[src/verilog/cmfc_pkg.sv]
package cmfc_pkg;
  // input-voltage hold threshold code: 4.2 V + code * 100 mV, 4.2..4.9 V
  localparam int unsigned HOLD_BASE_MV = 4200;
  localparam int unsigned HOLD_STEP_MV = 100;
  localparam logic [2:0] HOLD_CODE_MAX = 3'h7;
  // termination register code: 500 uA steps, 37 mA ceiling
  localparam logic [6:0] TERM_CODE_MAX = 7'h4a;
  localparam logic [6:0] TERM_CODE_DEFAULT = 7'h14;
  // termination resistor selection, percent of fast-charge current
  localparam logic [1:0] TERM_SEL_5 = 2'h0;
  localparam logic [1:0] TERM_SEL_10 = 2'h1;
  localparam logic [1:0] TERM_SEL_15 = 2'h2;
  localparam logic [1:0] TERM_SEL_20 = 2'h3;
  localparam logic [4:0] PCT_5 = 5'h05;
  localparam logic [4:0] PCT_10 = 5'h0a;
  localparam logic [4:0] PCT_15 = 5'h0f;
  localparam logic [4:0] PCT_20 = 5'h14;
  // interrupt pulse timing
  localparam int unsigned CLK_MHZ = 25;
  localparam int unsigned PULSE_US = 128;
  localparam int unsigned PULSE_CYCLES = PULSE_US * CLK_MHZ;
  localparam int unsigned PULSE_W = 12;
  // fault field encodings
  localparam logic [1:0] FAULT_NONE = 2'h0;
  localparam logic [1:0] FAULT_OVP = 2'h1;
  localparam logic [1:0] FAULT_LOCKOUT = 2'h2;
  // charge phases
  typedef enum logic [1:0] {
    CMFC_IDLE,
    CMFC_CC,
    CMFC_CV,
    CMFC_DONE
  } cmfc_phase_t;
endpackage

[src/verilog/cmfc_pulse.sv]
`timescale 1ns/10ps
`default_nettype none
module cmfc_pulse (
  // clock and reset
  input wire logic ref_clk_in,
  input wire logic reset_in,
  // trigger
  input wire logic fire_in,
  // output pulse
  output logic pulse_out
);
  logic [cmfc_pkg::PULSE_W-1:0] count_q;

  // one-shot: count down from the pulse length, retrigger ignored while busy
  always_ff @(posedge ref_clk_in) begin
    if (reset_in) begin
      count_q <= '0;
    end else if (fire_in && count_q == '0) begin
      count_q <= cmfc_pkg::PULSE_W'(cmfc_pkg::PULSE_CYCLES);
    end else if (count_q != '0) begin
      count_q <= count_q - 1'b1;
    end
  end

  // registered pulse, high for exactly the pulse length
  always_ff @(posedge ref_clk_in) begin
    if (reset_in) begin
      pulse_out <= 1'b0;
    end else begin
      pulse_out <= (fire_in && count_q == '0) || count_q > 1;
    end
  end
endmodule
`default_nettype wire

[src/verilog/cmfc_top.sv]
`timescale 1ns/10ps
`default_nettype none
module cmfc_top (
  // clock and reset
  input wire logic ref_clk_in,
  input wire logic reset_in,
  // analog comparator pins (asynchronous)
  input wire logic in_above_lockout_in,
  input wire logic in_above_sleep_in,
  input wire logic in_overvoltage_in,
  input wire logic in_above_hold_in,
  input wire logic battery_present_in,
  input wire logic bat_at_regulation_in,
  input wire logic current_at_termination_in,
  input wire logic bat_above_recharge_in,
  input wire logic node_below_entry_offset_in,
  input wire logic node_above_exit_offset_in,
  input wire logic input_limit_active_in,
  input wire logic charge_disable_pin_in,
  input wire logic program_pin_grounded_in,
  input wire logic [1:0] termination_program_sel_in,
  // deglitch done strobes from analog timers (asynchronous levels)
  input wire logic ovp_deglitched_in,
  input wire logic lockout_deglitched_in,
  // host control bits
  input wire logic host_write_in,
  input wire logic host_reset_bit_in,
  input wire logic hold_enable_in,
  input wire logic [2:0] hold_code_in,
  input wire logic double_timer_in,
  input wire logic charge_disable_bit_in,
  input wire logic termination_enable_in,
  input wire logic [6:0] term_code_in,
  input wire logic fault_read_in,
  // status and control outputs
  output logic input_voltage_limit_flag_out,
  output logic [2:0] input_voltage_hold_threshold_out,
  output logic hold_loop_enabled_out,
  output logic timer_extend_out,
  output logic discharge_switch_on_out,
  output logic charge_fet_on_out,
  output logic [1:0] phase_out,
  output logic supplement_out,
  output logic default_mode_out,
  output logic use_register_defaults_out,
  output logic [4:0] term_percent_out,
  output logic [6:0] term_code_out,
  output logic [6:0] precharge_code_out,
  output logic [1:0] fault_out,
  output logic charge_done_out,
  output logic interrupt_out
);
  localparam int NSYNC = 15;
  logic [NSYNC-1:0] raw_in, sync1_q, sync2_q;
  logic [1:0] sel1_q, sel2_q;
  logic in_lock, in_sleep, in_ovp, in_hold, bat_p, at_reg, at_term, above_rech;
  logic node_lo, node_hi, input_limit_program_pin_act, cd_pin, grounded, ovp_dg, lock_dg;
  logic hold_active, input_valid, charge_allowed, term_ok;
  logic ovp_prev_q, lock_prev_q, fire;
  cmfc_pkg::cmfc_phase_t phase_q;

  assign raw_in = {in_above_lockout_in, in_above_sleep_in, in_overvoltage_in, in_above_hold_in,
                   battery_present_in, bat_at_regulation_in, current_at_termination_in,
                   bat_above_recharge_in, node_below_entry_offset_in, node_above_exit_offset_in,
                   input_limit_active_in, charge_disable_pin_in, program_pin_grounded_in,
                   ovp_deglitched_in, lockout_deglitched_in};

  // two-stage synchronisers for every pin
  always_ff @(posedge ref_clk_in) begin
    if (reset_in) begin
      sync1_q <= '0;
      sync2_q <= '0;
      sel1_q <= '0;
      sel2_q <= '0;
    end else begin
      sync1_q <= raw_in;
      sync2_q <= sync1_q;
      // resistor selection bus rides the same two stages
      sel1_q <= termination_program_sel_in;
      sel2_q <= sel1_q;
    end
  end

  assign {in_lock, in_sleep, in_ovp, in_hold, bat_p, at_reg, at_term, above_rech,
          node_lo, node_hi, input_limit_program_pin_act, cd_pin, grounded, ovp_dg, lock_dg} = sync2_q;

  // percent of fast-charge current from the resistor selection
  function automatic logic [4:0] sel_percent(input logic [1:0] sel);
    case (sel)
      cmfc_pkg::TERM_SEL_5: sel_percent = cmfc_pkg::PCT_5;
      cmfc_pkg::TERM_SEL_10: sel_percent = cmfc_pkg::PCT_10;
      cmfc_pkg::TERM_SEL_15: sel_percent = cmfc_pkg::PCT_15;
      default: sel_percent = cmfc_pkg::PCT_20;
    endcase
  endfunction

  // termination register code limited to the 37 mA ceiling
  function automatic logic [6:0] term_clamp(input logic [6:0] code);
    if (code > cmfc_pkg::TERM_CODE_MAX) begin
      term_clamp = cmfc_pkg::TERM_CODE_MAX;
    end else begin
      term_clamp = code;
    end
  endfunction

  // hold loop regulating when enabled and input sags below threshold
  assign hold_active = hold_loop_enabled_out && in_lock && !in_hold;
  // valid input window for starting a charge cycle
  assign input_valid = in_lock && in_sleep && !in_ovp && (in_hold || !hold_loop_enabled_out);
  // both bit and pin must allow charge
  assign charge_allowed = input_valid && !charge_disable_bit_in && !cd_pin && bat_p;
  // termination only with voltage loop alone in control
  assign term_ok = termination_enable_in && !hold_active && !input_limit_program_pin_act && !supplement_out;

  // hold loop off at reset, host may enable once supply present
  always_ff @(posedge ref_clk_in) begin
    if (reset_in) begin
      hold_loop_enabled_out <= 1'b0;
      input_voltage_hold_threshold_out <= '0;
    end else if (host_write_in && (in_lock || bat_p)) begin
      // write taken only with supply or battery present
      hold_loop_enabled_out <= hold_enable_in;
      // top code is the 4.9 V threshold
      input_voltage_hold_threshold_out <= (hold_code_in > cmfc_pkg::HOLD_CODE_MAX) ?
                                          cmfc_pkg::HOLD_CODE_MAX : hold_code_in;
    end
  end

  always_ff @(posedge ref_clk_in) begin
    if (reset_in) begin
      input_voltage_limit_flag_out <= 1'b0;
      timer_extend_out <= 1'b0;
    end else begin
      input_voltage_limit_flag_out <= hold_active;
      timer_extend_out <= double_timer_in && hold_active;
    end
  end

  always_ff @(posedge ref_clk_in) begin
    if (reset_in) begin
      phase_q <= cmfc_pkg::CMFC_IDLE;
    end else begin
      case (phase_q)
        cmfc_pkg::CMFC_IDLE: begin
          // resume once input and enables allow
          if (charge_allowed) phase_q <= cmfc_pkg::CMFC_CC;
        end
        cmfc_pkg::CMFC_CC: begin
          if (!charge_allowed) phase_q <= cmfc_pkg::CMFC_IDLE;
          else if (at_reg) phase_q <= cmfc_pkg::CMFC_CV;
        end
        cmfc_pkg::CMFC_CV: begin
          if (!charge_allowed) phase_q <= cmfc_pkg::CMFC_IDLE;
          else if (term_ok && at_term && above_rech) phase_q <= cmfc_pkg::CMFC_DONE;
        end
        cmfc_pkg::CMFC_DONE: begin
          if (!charge_allowed) phase_q <= cmfc_pkg::CMFC_IDLE;
        end
        default: phase_q <= cmfc_pkg::CMFC_IDLE;
      endcase
    end
  end

  // charge fet and discharge switch drive
  always_ff @(posedge ref_clk_in) begin
    if (reset_in) begin
      charge_fet_on_out <= 1'b0;
      discharge_switch_on_out <= 1'b0;
      phase_out <= '0;
      charge_done_out <= 1'b0;
    end else begin
      // fet conducts in current or voltage phase
      charge_fet_on_out <= charge_allowed && (phase_q == cmfc_pkg::CMFC_CC || phase_q == cmfc_pkg::CMFC_CV);
      // battery feeds node when input unusable
      discharge_switch_on_out <= in_ovp || (bat_p && !input_valid) || supplement_out;
      phase_out <= phase_q;
      charge_done_out <= phase_q == cmfc_pkg::CMFC_DONE;
    end
  end

  // supplement hysteresis between entry and exit offsets
  always_ff @(posedge ref_clk_in) begin
    if (reset_in) begin
      supplement_out <= 1'b0;
    end else if (node_lo) begin
      // node below battery by entry offset
      supplement_out <= 1'b1;
    end else if (node_hi) begin
      // node above battery by exit offset
      supplement_out <= 1'b0;
    end
  end

  // default mode entry on valid supply or reset bit, exit on write
  always_ff @(posedge ref_clk_in) begin
    if (reset_in) begin
      default_mode_out <= 1'b1;
      ovp_prev_q <= 1'b0;
    end else if (host_reset_bit_in || (input_valid && !ovp_prev_q)) begin
      default_mode_out <= 1'b1;
      ovp_prev_q <= input_valid;
    end else begin
      // any host write leaves default mode
      if (host_write_in) default_mode_out <= 1'b0;
      ovp_prev_q <= input_valid;
    end
  end

  always_ff @(posedge ref_clk_in) begin
    if (reset_in) begin
      use_register_defaults_out <= 1'b0;
      term_percent_out <= cmfc_pkg::PCT_10;
      term_code_out <= cmfc_pkg::TERM_CODE_DEFAULT;
      precharge_code_out <= cmfc_pkg::TERM_CODE_DEFAULT;
    end else begin
      use_register_defaults_out <= default_mode_out && grounded;
      term_percent_out <= sel_percent(sel2_q);
      if (default_mode_out) begin
        term_code_out <= cmfc_pkg::TERM_CODE_DEFAULT;
        precharge_code_out <= cmfc_pkg::TERM_CODE_DEFAULT;
      end else begin
        term_code_out <= term_clamp(term_code_in);
        precharge_code_out <= term_clamp(term_code_in);
      end
    end
  end

  logic ovp_seen_q;
  logic ovp_onset, lock_onset;
  always_ff @(posedge ref_clk_in) begin
    if (reset_in) begin
      ovp_seen_q <= 1'b0;
      lock_prev_q <= 1'b0;
    end else begin
      ovp_seen_q <= in_ovp;
      lock_prev_q <= lock_dg;
    end
  end
  assign ovp_onset = in_ovp && !ovp_seen_q;
  assign lock_onset = lock_dg && !lock_prev_q;
  assign fire = ovp_onset || lock_onset;

  // fault latched; new fault wins over read, clear needs recovery
  always_ff @(posedge ref_clk_in) begin
    if (reset_in) begin
      fault_out <= cmfc_pkg::FAULT_NONE;
    end else if (ovp_onset) begin
      fault_out <= cmfc_pkg::FAULT_OVP;
    end else if (lock_onset) begin
      fault_out <= cmfc_pkg::FAULT_LOCKOUT;
    end else if (fault_read_in && !in_ovp && !ovp_dg && !lock_dg) begin
      fault_out <= cmfc_pkg::FAULT_NONE;
    end
  end

  cmfc_pulse u_pulse (
    .ref_clk_in(ref_clk_in),
    .reset_in(reset_in),
    .fire_in(fire),
    .pulse_out(interrupt_out)
  );
endmodule
`default_nettype wire

[config.mk]
export PLATFORM = sky130hd
export DESIGN_NAME = cmfc_top
export DESIGN_NICKNAME = d
export VERILOG_FILES = /design/src/verilog/cmfc_pkg.sv /design/src/verilog/cmfc_pulse.sv /design/src/verilog/cmfc_top.sv
export SDC_FILE = /design/constraint.sdc
export NUM_CORES = 1
export LEC_CHECK = 0
export BUFFER_PORTS_ARGS = -buffer_cell sky130_fd_sc_hd__buf_2
export CORE_MARGIN = 1
export CORE_UTILIZATION = 52
export CTS_CLUSTER_DIAMETER = 60
export DETAILED_ROUTE_END_ITERATION = 8
export PLACE_DENSITY = 0.78
export SETUP_SLACK_MARGIN = 0.15
export SYNTH_ARGS = -nofsm -noshare
export SYNTH_HDL_FRONTEND = slang
export SYNTH_HIERARCHICAL = 1
export SYNTH_SLANG_ARGS = --single-unit
[constraint.sdc]
create_clock -name ref_clk_in -period 2.5 [get_ports ref_clk_in]
set_input_delay 0 -clock ref_clk_in [delete_from_list [all_inputs] [get_ports ref_clk_in]]
set_output_delay 0 -clock ref_clk_in [all_outputs]
set_load 0.01 [all_outputs]
# == Word-level counts from Yosys, hierarchy flattened ==
# Cells that the tools add are included.
# word_totals
reg_bits,80
output_inout_bits,36
elab_cells,118
# classes
addsub,1
order_cmp,3
n_eq_ne,9
muxes,17
reduce_logical,61
# op_table
cell,count
$logic_and A1 B1 Y1,25
$mux W12,2
$mux W2,8
$pmux W5 S3,1
$logic_not A1 Y1,14
$gt A12 B1 Y1 const B,1
$logic_not A12 Y1,1
$reduce_bool A12 Y1,1
$sub A12 B1 Y12 const B,1
$logic_or A1 B1 Y1,8
$pmux W2 S4,1
$reduce_or A2 Y1,4
$gt A7 B7 Y1 const B,1
$mux W7,1
$eq A2 B2 Y1 const B,3
$ne A3 B3 Y1 const B,2
$reduce_bool A2 Y1,3
$eq A2 B1 Y1 const B,2
$logic_not A2 Y1,2
$ne A2 B2 Y1 const B,2
$reduce_and A4 Y1,1
$gt A3 B3 Y1 const B,1
$mux W1,3
$mux W3,1
2 further kinds,2

# == Depth between registers and ports, before layout ==
# Gate-level depths: netlist of the first run.
# logic_depth
depth_word,11
ltp_mapped,8
mapped_depth_nobuf,6

# == Cells and area by module ==
# The synthesis of the first run kept the hierarchy.
# modules_own_cells
module,instances,cells_per_inst,area_each_um2,seq_area_each_um2
cmfc_top,1,202,2222.1,1321.3
cmfc_pulse,1,77,676.9,260.2

# == Worst setup path after synthesis of the first run ==
# OpenSTA, ideal clock, no wires.
# synth_timing
path_kind,reg-to-reg
from,reg u_pulse/count_q[0] (netlist bit)
to,reg u_pulse/count_q[6] (netlist bit)
setup_time_ns,0.067
arrival_ns,1.865
required_ns,2.433
path_slack_ns,0.568
stages_incl_launch_ff,8
path_buffers,1
path_cell_list,dfxtp_1 -> inv_1 -> ha_1 -> or3b_1 -> buf_2 -> or3_1 -> or3_1 -> a21oi_2
# synth_via
elab_chain_len,3
# synth_lines
item,line_no,rtl
"start, declared",cmfc_pulse.sv:12,logic [cmfc_pkg::PULSE_W-1:0] count_q;
"start signal, assigned",cmfc_pulse.sv:19,count_q <= cmfc_pkg::PULSE_W'(cmfc_pkg::PULSE_CYCLES);
"start signal, assigned",cmfc_pulse.sv:21,count_q <= count_q - 1'b1;
"parallel branches: the longest is 3 deep, another holds $sub A12 B1 Y12",--,
# Parallel ways; which one is timed is not known.
# A chain may end at the register's enable or synchronous reset.

# == Worst setup path in the final report of the first run ==
# Ends and elaborated chain as after synthesis.

==> impl_metrics.env, run 1 <==
export IMPL_fin_nets=422
export IMPL_crit_start="u_pulse/count_q[0]"
export IMPL_final_antenna_net_count=0
export IMPL_wl_um=5189
export IMPL_cts_reportedPaths_clkPinSlew_ns=0.07
export IMPL_grt_max_degree=51
export IMPL_yosysTopAreaCell="dfxtp_1"
export IMPL_crit_type="reg2reg"
export IMPL_place_hpwl_um=3452
export IMPL_slowest_delay_ns=0.51
export IMPL_finClkSkew_ns=0.006737
export IMPL_synthCells=279
export IMPL_grt_usage_pct=18.90
export IMPL_syn_area_per_cell_um2=10.39
export IMPL_rsz0062_at_grt="no"
export IMPL_die_area_um2=5878
export IMPL_fillers=404
export IMPL_worstPathArrival_ns=2.35
export IMPL_relSlewSlack_pct=42.33
export IMPL_crit_fanout=8
export IMPL_cts_sinks=79
export IMPL_hold_depth=3
export IMPL_synth_top_area_share_pct=54.55
export IMPL_drt_iter0_markers=84
export IMPL_cts_buffer_depth=2
export IMPL_ioPinCount=72
export IMPL_syn2layout_area_growth_pct=29.82
export IMPL_cts_setup_buffers=0
export IMPL_core_area_um2=5238
export IMPL_syn_area_um2=2899
export IMPL_start_util_pct=55.35
export IMPL_power_switching_mw=1.027
export IMPL_final_max_slew_viol_count=0
export IMPL_reg2regPathDepth=6
export IMPL_avgViaCountPerCell=4.902
export IMPL_drv_cap=0
export IMPL_finalSetupViolCount=0
export IMPL_power_share_combinational_pct=27.0
export IMPL_antenna_found_initial=0
export IMPL_htreeDepth=3
export IMPL_grt_overflow_total=0
export IMPL_max_slew_worst_pin_slew_ns=0.8651
export IMPL_cts_root_buf="clkbuf_8"
export IMPL_internal_power_mw=2.303
export IMPL_cts_tree="built"
export IMPL_critPathLaunchType="flip-flop"
export IMPL_grt_pass1_vias=2137
export IMPL_hold_end="precharge_code_out[0]"
export IMPL_drive_gt1_share_pct=26.39
export IMPL_dr_pass1_iters=4
export IMPL_hp_class="in2reg"
export IMPL_syn_nets=326
export IMPL_critPathSlowestCell="or3b_1"
export IMPL_cts_buffers=9
export IMPL_fin_crit_ns=2.084
export IMPL_end_kind="flip-flop"
export IMPL_seqPwrFrac_pct=45.6
export IMPL_required_ns=2.76
export IMPL_synth_seq_area_share_pct=54.55
export IMPL_wire_per_inst_um=11.56
export IMPL_die_x_um=76.67
export IMPL_leakagePower_nw=1.687
export IMPL_hold_viol=0
export IMPL_vias=2201
export IMPL_p_per_area_nw_per_um2=884.7
export IMPL_drc=0
export IMPL_gp_congestion=0.8560
export IMPL_crit_top_cell="or3_1"
export IMPL_fin_ws_ns=0.4162
export IMPL_rr_endpoint="u_pulse/count_q[6]"
export IMPL_setup_tns_ns=0
export IMPL_path_buf_inv=1
export IMPL_final_util_pct=71.86
export IMPL_grt_pass1_wl_um=8742
export IMPL_n_antenna_cell=0
export IMPL_yosys_top_cells_area="dfxtp_1 (55%), nor2b_1 (8.8%), ha_1 (4.7%)"
export IMPL_min_period_over_period_pct=83.35
export IMPL_switching_share_pct=30.83
export IMPL_hold_start="term_code_in[5]"
export IMPL_yosysWarningCount=6
export IMPL_worstSkewPairLatency_ns=0.34
export IMPL_synth_edf_count=0
export IMPL_pwr_share_clk_pct=27.4
export IMPL_dp_slack_ns=0.3183
export IMPL_die_h_um=76.67
export IMPL_peakVddDrop_mv=0.4802
export IMPL_synthFlopType="dfxtp_1"
export IMPL_regToRegSetupSlack_ns=0.42
export IMPL_portBuffers=71
export IMPL_synth_seq_cells=79
export IMPL_synth_distinct_cells=49
export IMPL_reg2reg_from="u_pulse/count_q[0]"
export IMPL_async_flop_share_pct=0
export IMPL_cp_top_family="simple AND/OR/NAND/NOR gates"
export IMPL_critical_path_cell_chain="inv_1, ha_1, or3b_1, or3_1, or3_1, a21oi_2"
export IMPL_fmax_mhz=479.9
export IMPL_rows=26
export IMPL_status="finished clean"
## how the worst max path moves through the flow
stage / cells past startpoint / end
final: 6 / u_pulse/count_q[6]
after global routing: 6 / u_pulse/count_q[1]
after CTS: 6 / u_pulse/count_q[1]
after detailed placement: 6 / u_pulse/count_q[1]
after global placement: 6 / u_pulse/count_q[1]
after floorplan: 7 / u_pulse/count_q[6]
## power groups by stage
stage,clock (mW),combinational (mW),sequential (mW)
after floorplan,0,0.681,1.53
after global placement,0,0.808,1.54
after detailed placement,0,0.833,1.54
after CTS,0.935,0.874,1.52
after global routing,0.989,1.01,1.54
final,0.913,0.899,1.52
## timing repair
action | CTS | global route
resized for setup | 0 | 1
setup endpoints to repair | 0 | 2
hold buffers | 31 | 0
hold endpoints to repair | 30 | 0
## stage by stage
stage | hold WS (ns) | total power [mW] | std cells | cell area, um^2
final | 0.06245 | 3.330 | 449 | 3764
after global routing | 0.06851 | 3.535 | 449 | 3764
after CTS | 0.03847 | 3.324 | 449 | 3757
after detailed placement | 0.2091 | 2.376 | 403 | 3251
after global placement | 0.2069 | 2.345 | 403 | 3251
after floorplan | 0.06465 | 2.206 | 279 | 2899
## flip-flops by register name, summed over array words and instances, names as in the netlist, 2 cells and up
register and count:
sel2_q 2, phase_q 2, fault_out 2, sync1_q 15, sync2_q 15, phase_out 2
input_voltage_hold_threshold_out 3, sel1_q 2, u_pulse/count_q 12, term_percent_out 4, precharge_code_out 7
## cells in the final DEF (no fill, tap or decap), drive strengths merged, types with 2 or more instances in the layout
cell type / instances
nand2: 6
dlygate4sd3: 31
or2b: 2
nor4b: 3
and2: 2
nand2b: 4
or2: 2
xnor2: 2
o21a: 2
or3: 5
a21oi: 8
o21ai: 8
ha: 11
inv: 12
nand4b: 2
o31ai: 3
mux2i: 4
dfxtp: 79
nor3: 4
nor4: 4
clkinvlp: 2
mux2: 2
clkbuf: 10
nor2: 23
clkinv: 2
or4: 5
nand3: 2
buf: 73
nor2b: 41
a211oi: 8
a221oi: 2
## synthesized netlist by cell type, types with 3 or more instances
cell      instances
a21oi_1           7
a211oi_1          6
nand2b_1          4
nor2b_1          41
nand2_1           6
nor4b_1           3
nor4_1            3
or3_1             5
o31ai_1           3
ha_1             11
or4_1             5
nor3_1            3
mux2i_1           4
nor2_1           23
inv_1            12
clkbuf_1          9
o21ai_0           7
dfxtp_1          79
buf_4             9
## kinds of logic (layout without fill, tap and decap cells)
family / after synthesis / in the layout / synth area share, %
multiplexers: 6 / 6 / 2.287
AND/OR/NAND/NOR: 114 / 114 / 23.74
flip-flops: 79 / 79 / 54.55
buffers and inverters: 31 / 131 / 5.222
AO/OA/AOI/OAI: 36 / 36 / 8.847
XOR/XNOR: 2 / 2 / 0.6043
adder cells (fa/ha/maj): 11 / 11 / 4.747
## layer usage
metal / up-vias / part of all wire [%] / track usage, %
met5: - / 0 / 0
li1: 1129 / - / -
met4: 0 / 1.7 / 11.15
met3: 9 / 4.3 / 4.048
met1: 995 / 44 / 20.76
met2: 68 / 50 / 33.30
## worst reg2reg max path, stage by stage, from the launching register on
cell and delay (ns):
dfxtp_1 0.35, inv_1 0.07, ha_1 0.24, or3b_1 0.51
or3_1 0.36, or3_1 0.37, a21oi_2 0.12
## cell type report
cell class                 count  area [um^2]  share of cell area, %
timing repair buffer         104        680.7                  18.09
clock inverter                 5        58.81                  1.562
multi-input combinational    169         1172                  31.15
clock buffer                  10        137.6                  3.657
sequential                    79         1582                  42.02
tap                           70        87.58                  2.327
inverter                      12        45.04                  1.197
Power figures use the tool's default switching activity.
==> run 2: changes to the inputs <==
- ABC_AREA: unset -> 1
- CORE_UTILIZATION: 52 -> 53
- PLACE_DENSITY: 0.78 -> 0.79
- clock period: 2.5 -> 2 ns (I/O delays scaled with it)
==> impl_metrics.env, run 2 <==
export IMPL_cts_resized=0
export IMPL_synth_commonest_cells="nor2_1 (86), dfxtp_1 (79), inv_1 (77), nand2_1 (42), nand3_1 (12)"
export IMPL_portBuffers=71
export IMPL_die_x_um=77.49
export IMPL_setup_tns_ns=0
export IMPL_fmax_mhz=668.8
export IMPL_p_per_area_nw_per_um2=1079
export IMPL_cts_setup_buffers=0
export IMPL_mostFrequentLayoutCell="nor2_1"
export IMPL_cts_buffers=9
export IMPL_synthCells=380
export IMPL_synth_top_family_by_area="simple AND/OR/NAND/NOR gates"
export IMPL_yosysWarningCount=6
export IMPL_final_cell_mix="nor2_1 (86), dfxtp_1 (79), inv_1 (77)"
export IMPL_syn_area_per_cell_um2=7.948
export IMPL_power_total_mw=4.245
export IMPL_critical_path_cell_chain="dlygate4sd3_1, buf_2, a21oi_1, o211ai_1, nand2_1, nand2_1, dlygate4sd3_1, nand2_1"
export IMPL_post_route_cell_area_um2=3933
export IMPL_gp_congestion=0.8330
export IMPL_crit_type="in2reg"
export IMPL_start_util_pct=54.85
export IMPL_end_kind="flip-flop"
export IMPL_yosysMostFrequentCell="nor2_1"
export IMPL_hold_ws_ns=0.1229
export IMPL_status="finished clean"
export IMPL_hp_class="in2reg"
export IMPL_max_slew_worst_pin_slew_ns=0.6378
export IMPL_grt_max_degree=38
export IMPL_drive_gt1_share_pct=22.75
export IMPL_critPathSlowestCell="dlygate4sd3_1"
export IMPL_place_hpwl_um=3946
export IMPL_drc=0
export IMPL_relSlewSlack_pct=57.48
export IMPL_grt_pass1_vias=2545
export IMPL_synthFlopType="dfxtp_1"
export IMPL_syn_area_um2=3020
export IMPL_place_area_um2=3397
export IMPL_drt_iter0_markers=125
export IMPL_cts_hold_buf=33
export IMPL_cts_root_buf="clkbuf_8"
export IMPL_slowest_delay_ns=0.57
export IMPL_synth_seq_cells=79
export IMPL_dr_pass1_iters=4
export IMPL_final_max_slew_viol_count=0
export IMPL_finalSetupViolCount=0
export IMPL_grt_overflow_total=0
export IMPL_async_flop_share_pct=0
export IMPL_rsz0062_at_grt="no"
export IMPL_cts_sinks=79
export IMPL_synth_edf_count=0
export IMPL_yosys_top_cells_area="dfxtp_1 (52%), nor2_1 (11%), inv_1 (9.6%)"
export IMPL_hold_viol=0
export IMPL_cts_reportedPaths_clkPinSlew_ns=0.08
export IMPL_yosysTopAreaCell="dfxtp_1"
export IMPL_top_regs="sync1_q: 15 flops, sync2_q: 15 flops, u_pulse/count_q: 12 flops"
export IMPL_vias=2569
export IMPL_die_area_um2=6005
export IMPL_fillers=414
export IMPL_wl_um=6259
export IMPL_fin_nets=530
export IMPL_synth_seq_area_share_pct=52.36
export IMPL_min_period_over_period_pct=74.76
export IMPL_synth_distinct_cells=35
export IMPL_crit_fanout=4
export IMPL_final_antenna_net_count=0
export IMPL_synth_xor_area_share_pct=0.5800
export IMPL_worstPathArrival_ns=1.74
export IMPL_grt_usage_pct=23.03
export IMPL_ioPinCount=72
export IMPL_synth_compound_area_share_pct=4.888
export IMPL_required_ns=2.24
export IMPL_worstSkewPairLatency_ns=0.35
export IMPL_synth_top_area_share_pct=52.36
export IMPL_wire_per_inst_um=11.18
export IMPL_avgViaCountPerCell=4.588
export IMPL_critPathLaunchType="primary input"
export IMPL_syn_nets=427
export IMPL_peakVddDrop_mv=0.5802
export IMPL_antenna_found_initial=0
export IMPL_finClkSkew_ns=0.005569
export IMPL_yosys_area_share_simple_pct=24.65
export IMPL_drv_cap=0
export IMPL_grt_pass1_wl_um=10720
export IMPL_crit_top_cell="nand2_1"
export IMPL_yosys_area_share_adder_pct=4.557
export IMPL_cts_buffer_depth=2
export IMPL_muxShareOfSynthArea_pct=0
export IMPL_rows=27
export IMPL_cts_tree="built"
export IMPL_leakagePower_nw=2.010
export IMPL_n_antenna_cell=0
export IMPL_core_area_um2=5507
export IMPL_fin_crit_ns=1.495
export IMPL_die_h_um=77.49
export IMPL_syn2layout_area_growth_pct=30.20
export IMPL_htreeDepth=3
run 2: changes by cell type after synthesis, sizes merged, moves of 5 or more:
cell,before,now
a211oi,8,1
inv,12,82
nand2,6,47
nand3,2,14
nor2,23,93
nor2b,41,0
or3,5,0
or4,5,0
run 2: final cells by class:
type                       count  area [um^2]  share of cell area [%]
clock buffer                   9        123.9                   3.150
clock inverter                 7        81.33                   2.068
inverter                      82        307.8                   7.827
multi-input combinational    205         1047                   26.63
sequential                    79         1582                   40.22
tap                           72        90.09                   2.291
timing repair buffer         106        700.7                   17.82
run 2: critical path: cells and delay by family:
kind / cells / cell delay, ns
buffers and inverters: 3 / 1.24
and+or+nand+nor: 3 / 0.26
AOI/OAI and AO/OA: 2 / 0.22
run 2: worst paths after layout:
kind	start	to	slack [ns]	cells after the start
setup / recovery	term_code_in[1]	precharge_code_out[2]	0.50	8
hold / removal	charge_disable_bit_in	charge_fet_on_out	0.12	6
setup reg to reg	default_mode_out	precharge_code_out[4]	0.51	3
hold reg to reg	sync1_q[0]	sync2_q[0]	0.41	2
run 2: logic make-up after synthesis:
logic type | after synthesis
simple gates | 166
buf+inv | 96
compound gates | 26
xor+xnor | 2
fa+ha+maj | 11
flops | 79
run 2: metrics by stage:
step                      utilization, %  std cells  worst slack, ns
after floorplan                        -        380           0.7461
after global placement             61.69        511           0.6585
after detailed placement           61.69        511           0.5880
after CTS                          71.42        560           0.5746
after global routing               71.42        560           0.4628
final                              71.42        560           0.5048
run 2: routing by layer:
metal,vias up,wire (um),track usage [%]
li1,1328,-,-
met1,1174,2584,23.81
met2,53,3279,41.42
met3,14,213,4.824
met4,0,183,15.85
met5,-,0,0
run 2: power breakdown:
group / internal (mW) / switching (mW)
logic: 0.466 / 0.724
clock network: 0.591 / 0.609
registers: 1.74 / 0.115
total: 2.80 / 1.45
